==> src/include/rdb_pkg.sv <==
// Notes on behaviour
// - Bits 30-27 hold linear acceleration code, reset zero.
// - Bits 26-23 hold quadratic acceleration code.
// - Bits 22-20 hold brake current cap code.
// - Bits 19-10 hold proportional gain, scale 2^7.
// - Bits 9-0 hold integral gain, scale 2^9.
// - Start-up register at 84h, resets all zero.
`default_nettype none
package rdb_pkg;
  localparam logic [7:0]  RDB_REV_CFG_OFFSET    = 8'h82;
  localparam logic [7:0]  RDB_STARTUP_OFFSET    = 8'h84;
  localparam logic [31:0] RDB_REV_CFG_RESET     = 32'h0000_0000;
  localparam logic [31:0] RDB_STARTUP_RESET     = 32'h0000_0000;
  localparam logic [31:0] RDB_STARTUP_WMASK     = 32'hffff_fff7;
  localparam int          RDB_PARITY_BIT        = 31;
  localparam int          RDB_LIN_ACCEL_LSB     = 27;
  localparam int          RDB_QUAD_ACCEL_LSB    = 23;
  localparam int          RDB_BRAKE_CAP_LSB     = 20;
  localparam int          RDB_KP_LSB            = 10;
  localparam int          RDB_KI_LSB            = 0;
  localparam int          RDB_KP_FRAC_BITS      = 7;
  localparam int          RDB_KI_FRAC_BITS      = 9;
  localparam logic [2:0]  RDB_BRAKE_CAP_INVALID = 3'h7;

  typedef struct packed {
    logic       parity;
    logic [3:0] reverse_open_loop_linear_accel;
    logic [3:0] reverse_open_loop_quadratic_accel;
    logic [2:0] brake_bus_current_cap;
    logic [9:0] brake_loop_proportional_gain;
    logic [9:0] brake_loop_integral_gain;
  } rdb_rev_cfg_t;

  typedef struct packed {
    logic [7:0]  addr;
    logic [31:0] wdata;
    logic        wr;
    logic        rd;
  } rdb_bus_req_t;
endpackage
`default_nettype wire

==> src/logic/rdb_regs.sv <==
// The implementer's own choice: the plain strobed port.
`timescale 1ns/1ps
`default_nettype none
module rdb_regs
(
  // Clock and reset
  input  wire logic                  clock,
  input  wire logic                  reset,
  // Register port
  input  wire rdb_pkg::rdb_bus_req_t bus_req,
  output var  logic [31:0]           rdata,
  // Settings to the control loops
  output var  rdb_pkg::rdb_rev_cfg_t rev_cfg,
  output var  logic [31:0]           startup_cfg,
  output var  logic                  brake_cap_invalid
);
  import rdb_pkg::*;

  rdb_rev_cfg_t rev_q, rev_d;
  logic [31:0]  start_q, start_d;
  logic [31:0]  rdata_q, rdata_d;
  logic         inval_q, inval_d;

  // Decoding is shared by the write and read paths.
  function automatic logic hit(input logic [7:0] a, input logic [7:0] off);
    hit = (a == off);
  endfunction

  always_comb
  begin
    rev_d   = rev_q;
    start_d = start_q;
    rdata_d = 32'h0000_0000;
    if (bus_req.wr && hit(bus_req.addr, RDB_REV_CFG_OFFSET))
    begin
      rev_d = rdb_rev_cfg_t'(bus_req.wdata);
    end
    // Bit 3 of the start-up register is read-only and stays zero.
    if (bus_req.wr && hit(bus_req.addr, RDB_STARTUP_OFFSET))
    begin
      start_d = bus_req.wdata & RDB_STARTUP_WMASK;
    end
    // Unmapped reads return zero so software never sees stale data.
    if (bus_req.rd && hit(bus_req.addr, RDB_REV_CFG_OFFSET))
    begin
      rdata_d = rev_q;
    end
    else if (bus_req.rd && hit(bus_req.addr, RDB_STARTUP_OFFSET))
    begin
      rdata_d = start_q;
    end
    inval_d = (rev_d.brake_bus_current_cap == RDB_BRAKE_CAP_INVALID);
  end

  always_ff @(posedge clock)
  begin
    if (reset)
    begin
      rev_q   <= rdb_rev_cfg_t'(RDB_REV_CFG_RESET);
      start_q <= RDB_STARTUP_RESET;
      rdata_q <= 32'h0000_0000;
      inval_q <= 1'b0;
    end
    else
    begin
      rev_q   <= rev_d;
      start_q <= start_d;
      rdata_q <= rdata_d;
      inval_q <= inval_d;
    end
  end

  assign rdata             = rdata_q;
  assign rev_cfg           = rev_q;
  assign startup_cfg       = start_q;
  assign brake_cap_invalid = inval_q;

  property p_rev_write;
    @(posedge clock) disable iff (reset)
    bus_req.wr && bus_req.addr == RDB_REV_CFG_OFFSET
    |=> rev_cfg == $past(bus_req.wdata);
  endproperty
  a_rev_write: assert property (p_rev_write)
    else $error("reverse config write lost");

  property p_gain_fields;
    @(posedge clock) disable iff (reset)
    bus_req.wr && bus_req.addr == RDB_REV_CFG_OFFSET
    |=> rev_cfg.brake_loop_proportional_gain == $past(bus_req.wdata[19:10])
        && rev_cfg.brake_loop_integral_gain == $past(bus_req.wdata[9:0]);
  endproperty
  a_gain_fields: assert property (p_gain_fields)
    else $error("gain field misplaced");

  property p_accel_fields;
    @(posedge clock) disable iff (reset)
    bus_req.wr && bus_req.addr == RDB_REV_CFG_OFFSET
    |=> rev_cfg.reverse_open_loop_linear_accel == $past(bus_req.wdata[30:27])
     && rev_cfg.reverse_open_loop_quadratic_accel
        == $past(bus_req.wdata[26:23]);
  endproperty
  a_accel_fields: assert property (p_accel_fields)
    else $error("accel field misplaced");

  property p_cap_field;
    @(posedge clock) disable iff (reset)
    bus_req.wr && bus_req.addr == RDB_REV_CFG_OFFSET
    |=> rev_cfg.brake_bus_current_cap == $past(bus_req.wdata[22:20])
        && brake_cap_invalid
           == ($past(bus_req.wdata[22:20]) == RDB_BRAKE_CAP_INVALID);
  endproperty
  a_cap_field: assert property (p_cap_field)
    else $error("brake cap field wrong");

  property p_parity_plain;
    @(posedge clock) disable iff (reset)
    bus_req.wr && bus_req.addr == RDB_REV_CFG_OFFSET
    |=> rev_cfg.parity == $past(bus_req.wdata[31]);
  endproperty
  a_parity_plain: assert property (p_parity_plain)
    else $error("parity bit not stored");

  property p_reset_zero;
    @(posedge clock) reset
    |=> rev_cfg == RDB_REV_CFG_RESET && startup_cfg == RDB_STARTUP_RESET;
  endproperty
  a_reset_zero: assert property (p_reset_zero)
    else $error("registers not zero after reset");

  property p_startup_read;
    @(posedge clock) disable iff (reset)
    bus_req.rd && bus_req.addr == RDB_STARTUP_OFFSET
    |=> rdata == $past(startup_cfg);
  endproperty
  a_startup_read: assert property (p_startup_read)
    else $error("start-up read wrong");

  property p_hold;
    @(posedge clock) disable iff (reset)
    !bus_req.wr ##1 !bus_req.wr |-> $stable(rev_cfg) && $stable(startup_cfg);
  endproperty
  a_hold: assert property (p_hold)
    else $error("register changed without write");

  property p_unmapped;
    @(posedge clock) disable iff (reset)
    bus_req.rd && bus_req.addr != RDB_STARTUP_OFFSET
    && bus_req.addr != RDB_REV_CFG_OFFSET |=> rdata == 32'h0;
  endproperty
  a_unmapped: assert property (p_unmapped)
    else $error("unmapped read not zero");

  property p_rev_read;
    @(posedge clock) disable iff (reset)
    bus_req.rd && bus_req.addr == RDB_REV_CFG_OFFSET
    |=> rdata == $past(rev_cfg);
  endproperty
  a_rev_read: assert property (p_rev_read)
    else $error("reverse config read wrong");

  // Idle read data must be zero, or a late sample could pass by luck.
  property p_rdata_idle;
    @(posedge clock) disable iff (reset)
    !bus_req.rd |=> rdata == 32'h0000_0000;
  endproperty
  a_rdata_idle: assert property (p_rdata_idle)
    else $error("read data held past its cycle");

  property p_startup_write;
    @(posedge clock) disable iff (reset)
    bus_req.wr && bus_req.addr == RDB_STARTUP_OFFSET
    |=> startup_cfg == ($past(bus_req.wdata) & RDB_STARTUP_WMASK);
  endproperty
  a_startup_write: assert property (p_startup_write)
    else $error("start-up write lost");

  property p_startup_ro_bit;
    @(posedge clock) disable iff (reset)
    startup_cfg[3] == 1'b0;
  endproperty
  a_startup_ro_bit: assert property (p_startup_ro_bit)
    else $error("read-only start-up bit set");

  property p_cap_flag_level;
    @(posedge clock) disable iff (reset)
    brake_cap_invalid
    == (rev_cfg.brake_bus_current_cap == RDB_BRAKE_CAP_INVALID);
  endproperty
  a_cap_flag_level: assert property (p_cap_flag_level)
    else $error("cap flag out of step");

  property p_rev_isolated;
    @(posedge clock) disable iff (reset)
    bus_req.wr && bus_req.addr != RDB_REV_CFG_OFFSET |=> $stable(rev_cfg);
  endproperty
  a_rev_isolated: assert property (p_rev_isolated)
    else $error("reverse config hit by other write");

  property p_startup_isolated;
    @(posedge clock) disable iff (reset)
    bus_req.wr && bus_req.addr != RDB_STARTUP_OFFSET
    |=> $stable(startup_cfg);
  endproperty
  a_startup_isolated: assert property (p_startup_isolated)
    else $error("start-up register hit by other write");

  // A read must never disturb the values that it reports.
  property p_read_no_side_effect;
    @(posedge clock) disable iff (reset)
    bus_req.rd |=> $stable(rev_cfg) && $stable(startup_cfg);
  endproperty
  a_read_no_side_effect: assert property (p_read_no_side_effect)
    else $error("read changed a register");

  c_rev_wr_rd: cover property (@(posedge clock)
    bus_req.wr && bus_req.addr == RDB_REV_CFG_OFFSET ##1
    bus_req.rd && bus_req.addr == RDB_REV_CFG_OFFSET);
  c_start_wr: cover property (@(posedge clock)
    bus_req.wr && bus_req.addr == RDB_STARTUP_OFFSET);
  c_invalid: cover property (@(posedge clock) brake_cap_invalid);
  c_start_rd: cover property (@(posedge clock)
    bus_req.rd && bus_req.addr == RDB_STARTUP_OFFSET);
  c_mid_reset: cover property (@(posedge clock) !reset ##1 reset);
endmodule
`default_nettype wire
==> config.mk <==
export PLATFORM = sky130hd
export DESIGN_NAME = rdb_regs
export DESIGN_NICKNAME = d
export VERILOG_FILES = /design/src/include/rdb_pkg.sv /design/src/logic/rdb_regs.sv
export SDC_FILE = /design/constraint.sdc
export NUM_CORES = 1
export LEC_CHECK = 0
export ABC_AREA = 0
export BUFFER_PORTS_ARGS = -buffer_cell sky130_fd_sc_hd__buf_2
export CAP_MARGIN = 20
export CELL_PAD_IN_SITES_DETAIL_PLACEMENT = 1
export CELL_PAD_IN_SITES_GLOBAL_PLACEMENT = 1
export CORE_UTILIZATION = 34
export CTS_BUF_LIST = sky130_fd_sc_hd__clkbuf_4
export CTS_CLUSTER_SIZE = 16
export DETAILED_ROUTE_END_ITERATION = 10
export GPL_ROUTABILITY_DRIVEN = 0
export GPL_TIMING_DRIVEN = 0
export PLACE_DENSITY_LB_ADDON = 0.1
export SLEW_MARGIN = 10
export SYNTH_ARGS = -nofsm -noshare
export SYNTH_HDL_FRONTEND = slang
export SYNTH_SLANG_ARGS = --single-unit
==> constraint.sdc <==
create_clock -name clock -period 1.2 [get_ports clock]
set_input_delay 0.06 -clock clock [delete_from_list [all_inputs] [get_ports clock]]
set_output_delay 0.06 -clock clock [all_outputs]
set_load 0.005 [all_outputs]
==> results summary <==
The run finished with clean final reports. The family with the most delay on the worst path is buffers and inverters. The final global-route overflow total is 0.

The total standard cell area after synthesis came out at between 0.003 and 0.004 mm². The met2 capacity usage during global routing came out at 36.7%. Of the total synthesized cell area, the portion taken by full adders, half adders and majority gates is 0%.

The slack of the critical path came out at around 0.083 ns. Max-cap violations in this run came to 0. For this run, the detailed router's first-pass iteration total came to 4. The final critical path takes up ~93% of the cycle. After floorplanning, the core was divided into 38 placement rows. The overall die height came out at approximately 110 µm. The kind of capture point of the worst setup path is a register. The violation count after the first detailed-routing iteration is 120. The number of max-slew violations in the final report came out at 0. The worst-margin pin slew is between 0.6 and 0.7 ns. The clock edge transition at the registers on the reported setup and hold paths is about 0.15 ns.

Counting the fill cells in the layout gives around 1.3k. The final-layout worst hold slack came out at around 0.054 ns. Setup repair after global routing left no endpoint under its margin. The largest family of logic cells by synthesized area is simple AND/OR/NAND/NOR gates.

The average detailed-routed wire length per instance is ~17 µm. The number of antenna violations at the first check in global routing came out at 0. The number of nets in the final layout is approximately 600. Global routing used roughly a quarter of the available met1 tracks. The parity-gate share of the synthesized area counting xor and xnor cells is 0%. The largest stage delay on the critical path came out at 0.64 ns. The critical path goes through buf_2, nor4_4, nand2_1, dlygate4sd3_1, nor2_1. The critical path in this run is classified as in -> reg.

Along the worst path, the maximum fanout reaches 5. The core area is between 0.01 and 0.015 mm². The number of endpoints failing setup at the final stage came out at 0. The number of synthesized register bits came out at 96. The number of sinks driven by the clock tree is 96. The fraction of layout instances using a drive strength above 1 is a little under a third. In this run the horizontal extent of the chip is roughly 110 µm.

The clock skew is 0.0193 ns. For the worst setup path, the data required time is about 1.6 ns. Yosys printed 0 warnings. The clock root buffer is sky130_fd_sc_hd__clkbuf_4. The count of mapped cells out of synthesis is 361. The worst relative slew slack came out at around 56%.

The share of synthesized area spent on multiplexers came out at between 10% and 20%. The utilization of the core after routing is roughly 47%. The average footprint of a synthesized cell is approximately 11 µm².

The worst endpoint data arrival time is roughly 1.5 ns. The I/O pin count came out at ~140. The overall via count from detail_route is between 3k and 4k. The number of buffers inserted during clock tree synthesis is 9. The first global-routing pass estimated 18.4 mm of wire. Of the total synthesized cell area, the portion taken by AND, OR, NAND and NOR gates is between 20% and 30%. The critical path launch point type is an input pin. The routed design could run at a clock period as short as ~1.1 ns. From synthesis to final layout, the design area changed by 35.1%. The maximum root-to-sink buffer count is 2. The kind of path behind the tightest hold check is in -> reg. The overall global routing resource usage came out at a little over a fifth. The remaining number of nets flagged by the antenna check after routing is 0. Once detailed placement completed, the half-perimeter wirelength came to 8.00 mm.

The die covers 0.0116 mm². The number of hold violations in the final report was 0. The detailed-route wire length came out at 11.6 mm.

For this design the static power due to leakage is approximately 2.4 nW. The power density relative to cell area came out at around 1000 mW/mm². The layer carrying the most global-route usage is met2. TritonCTS built the clock tree. The sum of internal, switching and leakage power came out at 5.35 mW.

After routing the design area is 0.00515 mm². The worst-skew pair later-pin latency is about 0.45 ns. Together, buffers and inverters on the worst path number 2. After detailed routing, the number of remaining DRC violations is 0. The post-synthesis compound-gate area fraction came out at 6.11%. The routed via count divided by cell count came out at 4.67. Sequential elements use 50.4% of the synthesized area. Timing analysis after detailed placement gives a worst setup slack of -0.363 ns.

The routing usage on met3 came out at 4.54%. The initial core utilization is between 30% and 40%. The largest individual stage delay along the critical path comes from the cell sky130_fd_sc_hd__dlygate4sd3_1. The largest vdd supply drop is 511 µV.

The top achievable clock speed is roughly 900 MHz. The number of global-route vias before repair came out at 3503. The placed cell area is around 0.0047 mm². The number of I/O port buffers is about 140. The diode insertion count for antenna repair came out at 0.

Entering global routing, the biggest net connects 16 pins. The deepest level of the CTS H-tree came out at 3. Counting distinct cell types in the post-synthesis netlist gives 19. The net count after synthesis is 405.
[per-stage QoR]
step	setup TNS [ns]	instances
finish	0	689
global route	0	689
CTS	0	689
detailed placement	-19.27	640
global placement	-16.89	640
floorplan	0	361
[path summary, 6_finish.rpt]
path,start,to,slack (ns),cells after the start
hold / removal,bus_req[40],startup_cfg[0],0.05,4
hold reg to reg,rev_cfg[3],rdata[3],0.47,2
setup / recovery,bus_req[37],rdata[31],0.08,5
setup reg to reg,rev_cfg[21],rdata[21],0.47,2
[routing by layer]
| metal | part of all wire [%] | vias up |
|---|---|---|
| met5 | 0 | - |
| met4 | 1.7 | 0 |
| met3 | 5.0 | 13 |
| met2 | 49 | 88 |
| met1 | 44 | 1548 |
| li1 | - | 1569 |
[registers in the layout, indices dropped and copies added, names as in the netlist]
register / flops
startup_cfg: 31
rdata: 32
brake_cap_invalid: 1
rev_cfg: 32
[worst register-to-register path: stages (launching register included)]
cell,delay [ns]
sky130_fd_sc_hd__dfxtp_1,0.37
sky130_fd_sc_hd__a22oi_1,0.18
sky130_fd_sc_hd__nor2_1,0.06
[synthesized netlist by cell type]
| master | instances | area share (%) |
|---|---|---|
| sky130_fd_sc_hd__nor2_1 | 32 | 3.2 |
| sky130_fd_sc_hd__nand4b_1 | 2 | 0.46 |
| sky130_fd_sc_hd__a22oi_1 | 31 | 6.1 |
| sky130_fd_sc_hd__buf_4 | 1 | 0.20 |
| sky130_fd_sc_hd__nor4bb_1 | 1 | 0.26 |
| sky130_fd_sc_hd__buf_12 | 3 | 1.6 |
| sky130_fd_sc_hd__and3b_1 | 1 | 0.23 |
| sky130_fd_sc_hd__and3_1 | 2 | 0.33 |
| sky130_fd_sc_hd__dfxtp_1 | 96 | 50 |
| sky130_fd_sc_hd__clkbuf_1 | 21 | 2.1 |
| sky130_fd_sc_hd__nand2_1 | 2 | 0.20 |
| sky130_fd_sc_hd__nand2b_1 | 95 | 16 |
| sky130_fd_sc_hd__nor2b_1 | 2 | 0.33 |
| sky130_fd_sc_hd__buf_6 | 4 | 1.2 |
| sky130_fd_sc_hd__mux2i_1 | 64 | 17 |
| sky130_fd_sc_hd__nand3_1 | 1 | 0.13 |
| sky130_fd_sc_hd__nand3_2 | 1 | 0.26 |
| sky130_fd_sc_hd__conb_1 | 1 | 0.098 |
| sky130_fd_sc_hd__nor4_4 | 1 | 0.56 |
[power by group]
part	total, mW	internal [mW]	switching [mW]
Clock	1.76	0.650	1.11
Combinational	0.397	0.207	0.190
Sequential	3.19	3.19	0.00217
Total	5.35	4.05	1.30
[cells by family (layout without fill, tap and decap cells)]
family,after synthesis,in the layout
AND/OR/NAND/NOR,140,140
flip-flops,96,96
multiplexers,64,64
AO/OA/AOI/OAI,31,31
buffers and inverters,29,217
other,1,1
[layout by cell type (no fill, tap or decap)]
master / n
sky130_fd_sc_hd__a22oi_1: 31
sky130_fd_sc_hd__and3_1: 2
sky130_fd_sc_hd__and3b_1: 1
sky130_fd_sc_hd__buf_12: 3
sky130_fd_sc_hd__buf_2: 139
sky130_fd_sc_hd__buf_4: 1
sky130_fd_sc_hd__buf_6: 4
sky130_fd_sc_hd__bufinv_16: 1
sky130_fd_sc_hd__clkbuf_1: 20
sky130_fd_sc_hd__clkbuf_2: 1
sky130_fd_sc_hd__clkbuf_4: 10
sky130_fd_sc_hd__clkinv_1: 1
sky130_fd_sc_hd__clkinv_2: 2
sky130_fd_sc_hd__clkinv_4: 1
sky130_fd_sc_hd__clkinvlp_4: 1
sky130_fd_sc_hd__conb_1: 1
sky130_fd_sc_hd__dfxtp_1: 96
sky130_fd_sc_hd__dlygate4sd3_1: 33
sky130_fd_sc_hd__mux2i_1: 64
sky130_fd_sc_hd__nand2_1: 2
sky130_fd_sc_hd__nand2b_1: 95
sky130_fd_sc_hd__nand3_1: 1
sky130_fd_sc_hd__nand3_2: 1
sky130_fd_sc_hd__nand4b_1: 2
sky130_fd_sc_hd__nor2_1: 32
sky130_fd_sc_hd__nor2b_1: 2
sky130_fd_sc_hd__nor4_4: 1
sky130_fd_sc_hd__nor4bb_1: 1
[final cells by class]
cell class / count / area (µm²) / area share (%)
Multi-Input combinational cell: 236 / 1700 / 33.0
Clock buffer: 10 / 75.1 / 1.46
Buffer: 29 / 193 / 3.74
Tap cell: 140 / 175 / 3.40
Clock inverter: 6 / 60.1 / 1.17
Sequential cell: 96 / 1920 / 37.3
Timing Repair Buffer: 172 / 1030 / 19.9
[timing repair]
item	4_1_cts	5_1_grt
endpoints found under the setup margin	0	5
setup buffers	0	0
hold endpoints to repair	66	0
hold buffers	33	0
resized for setup	0	2
Note: power is estimated with default switching activity, not from simulation.
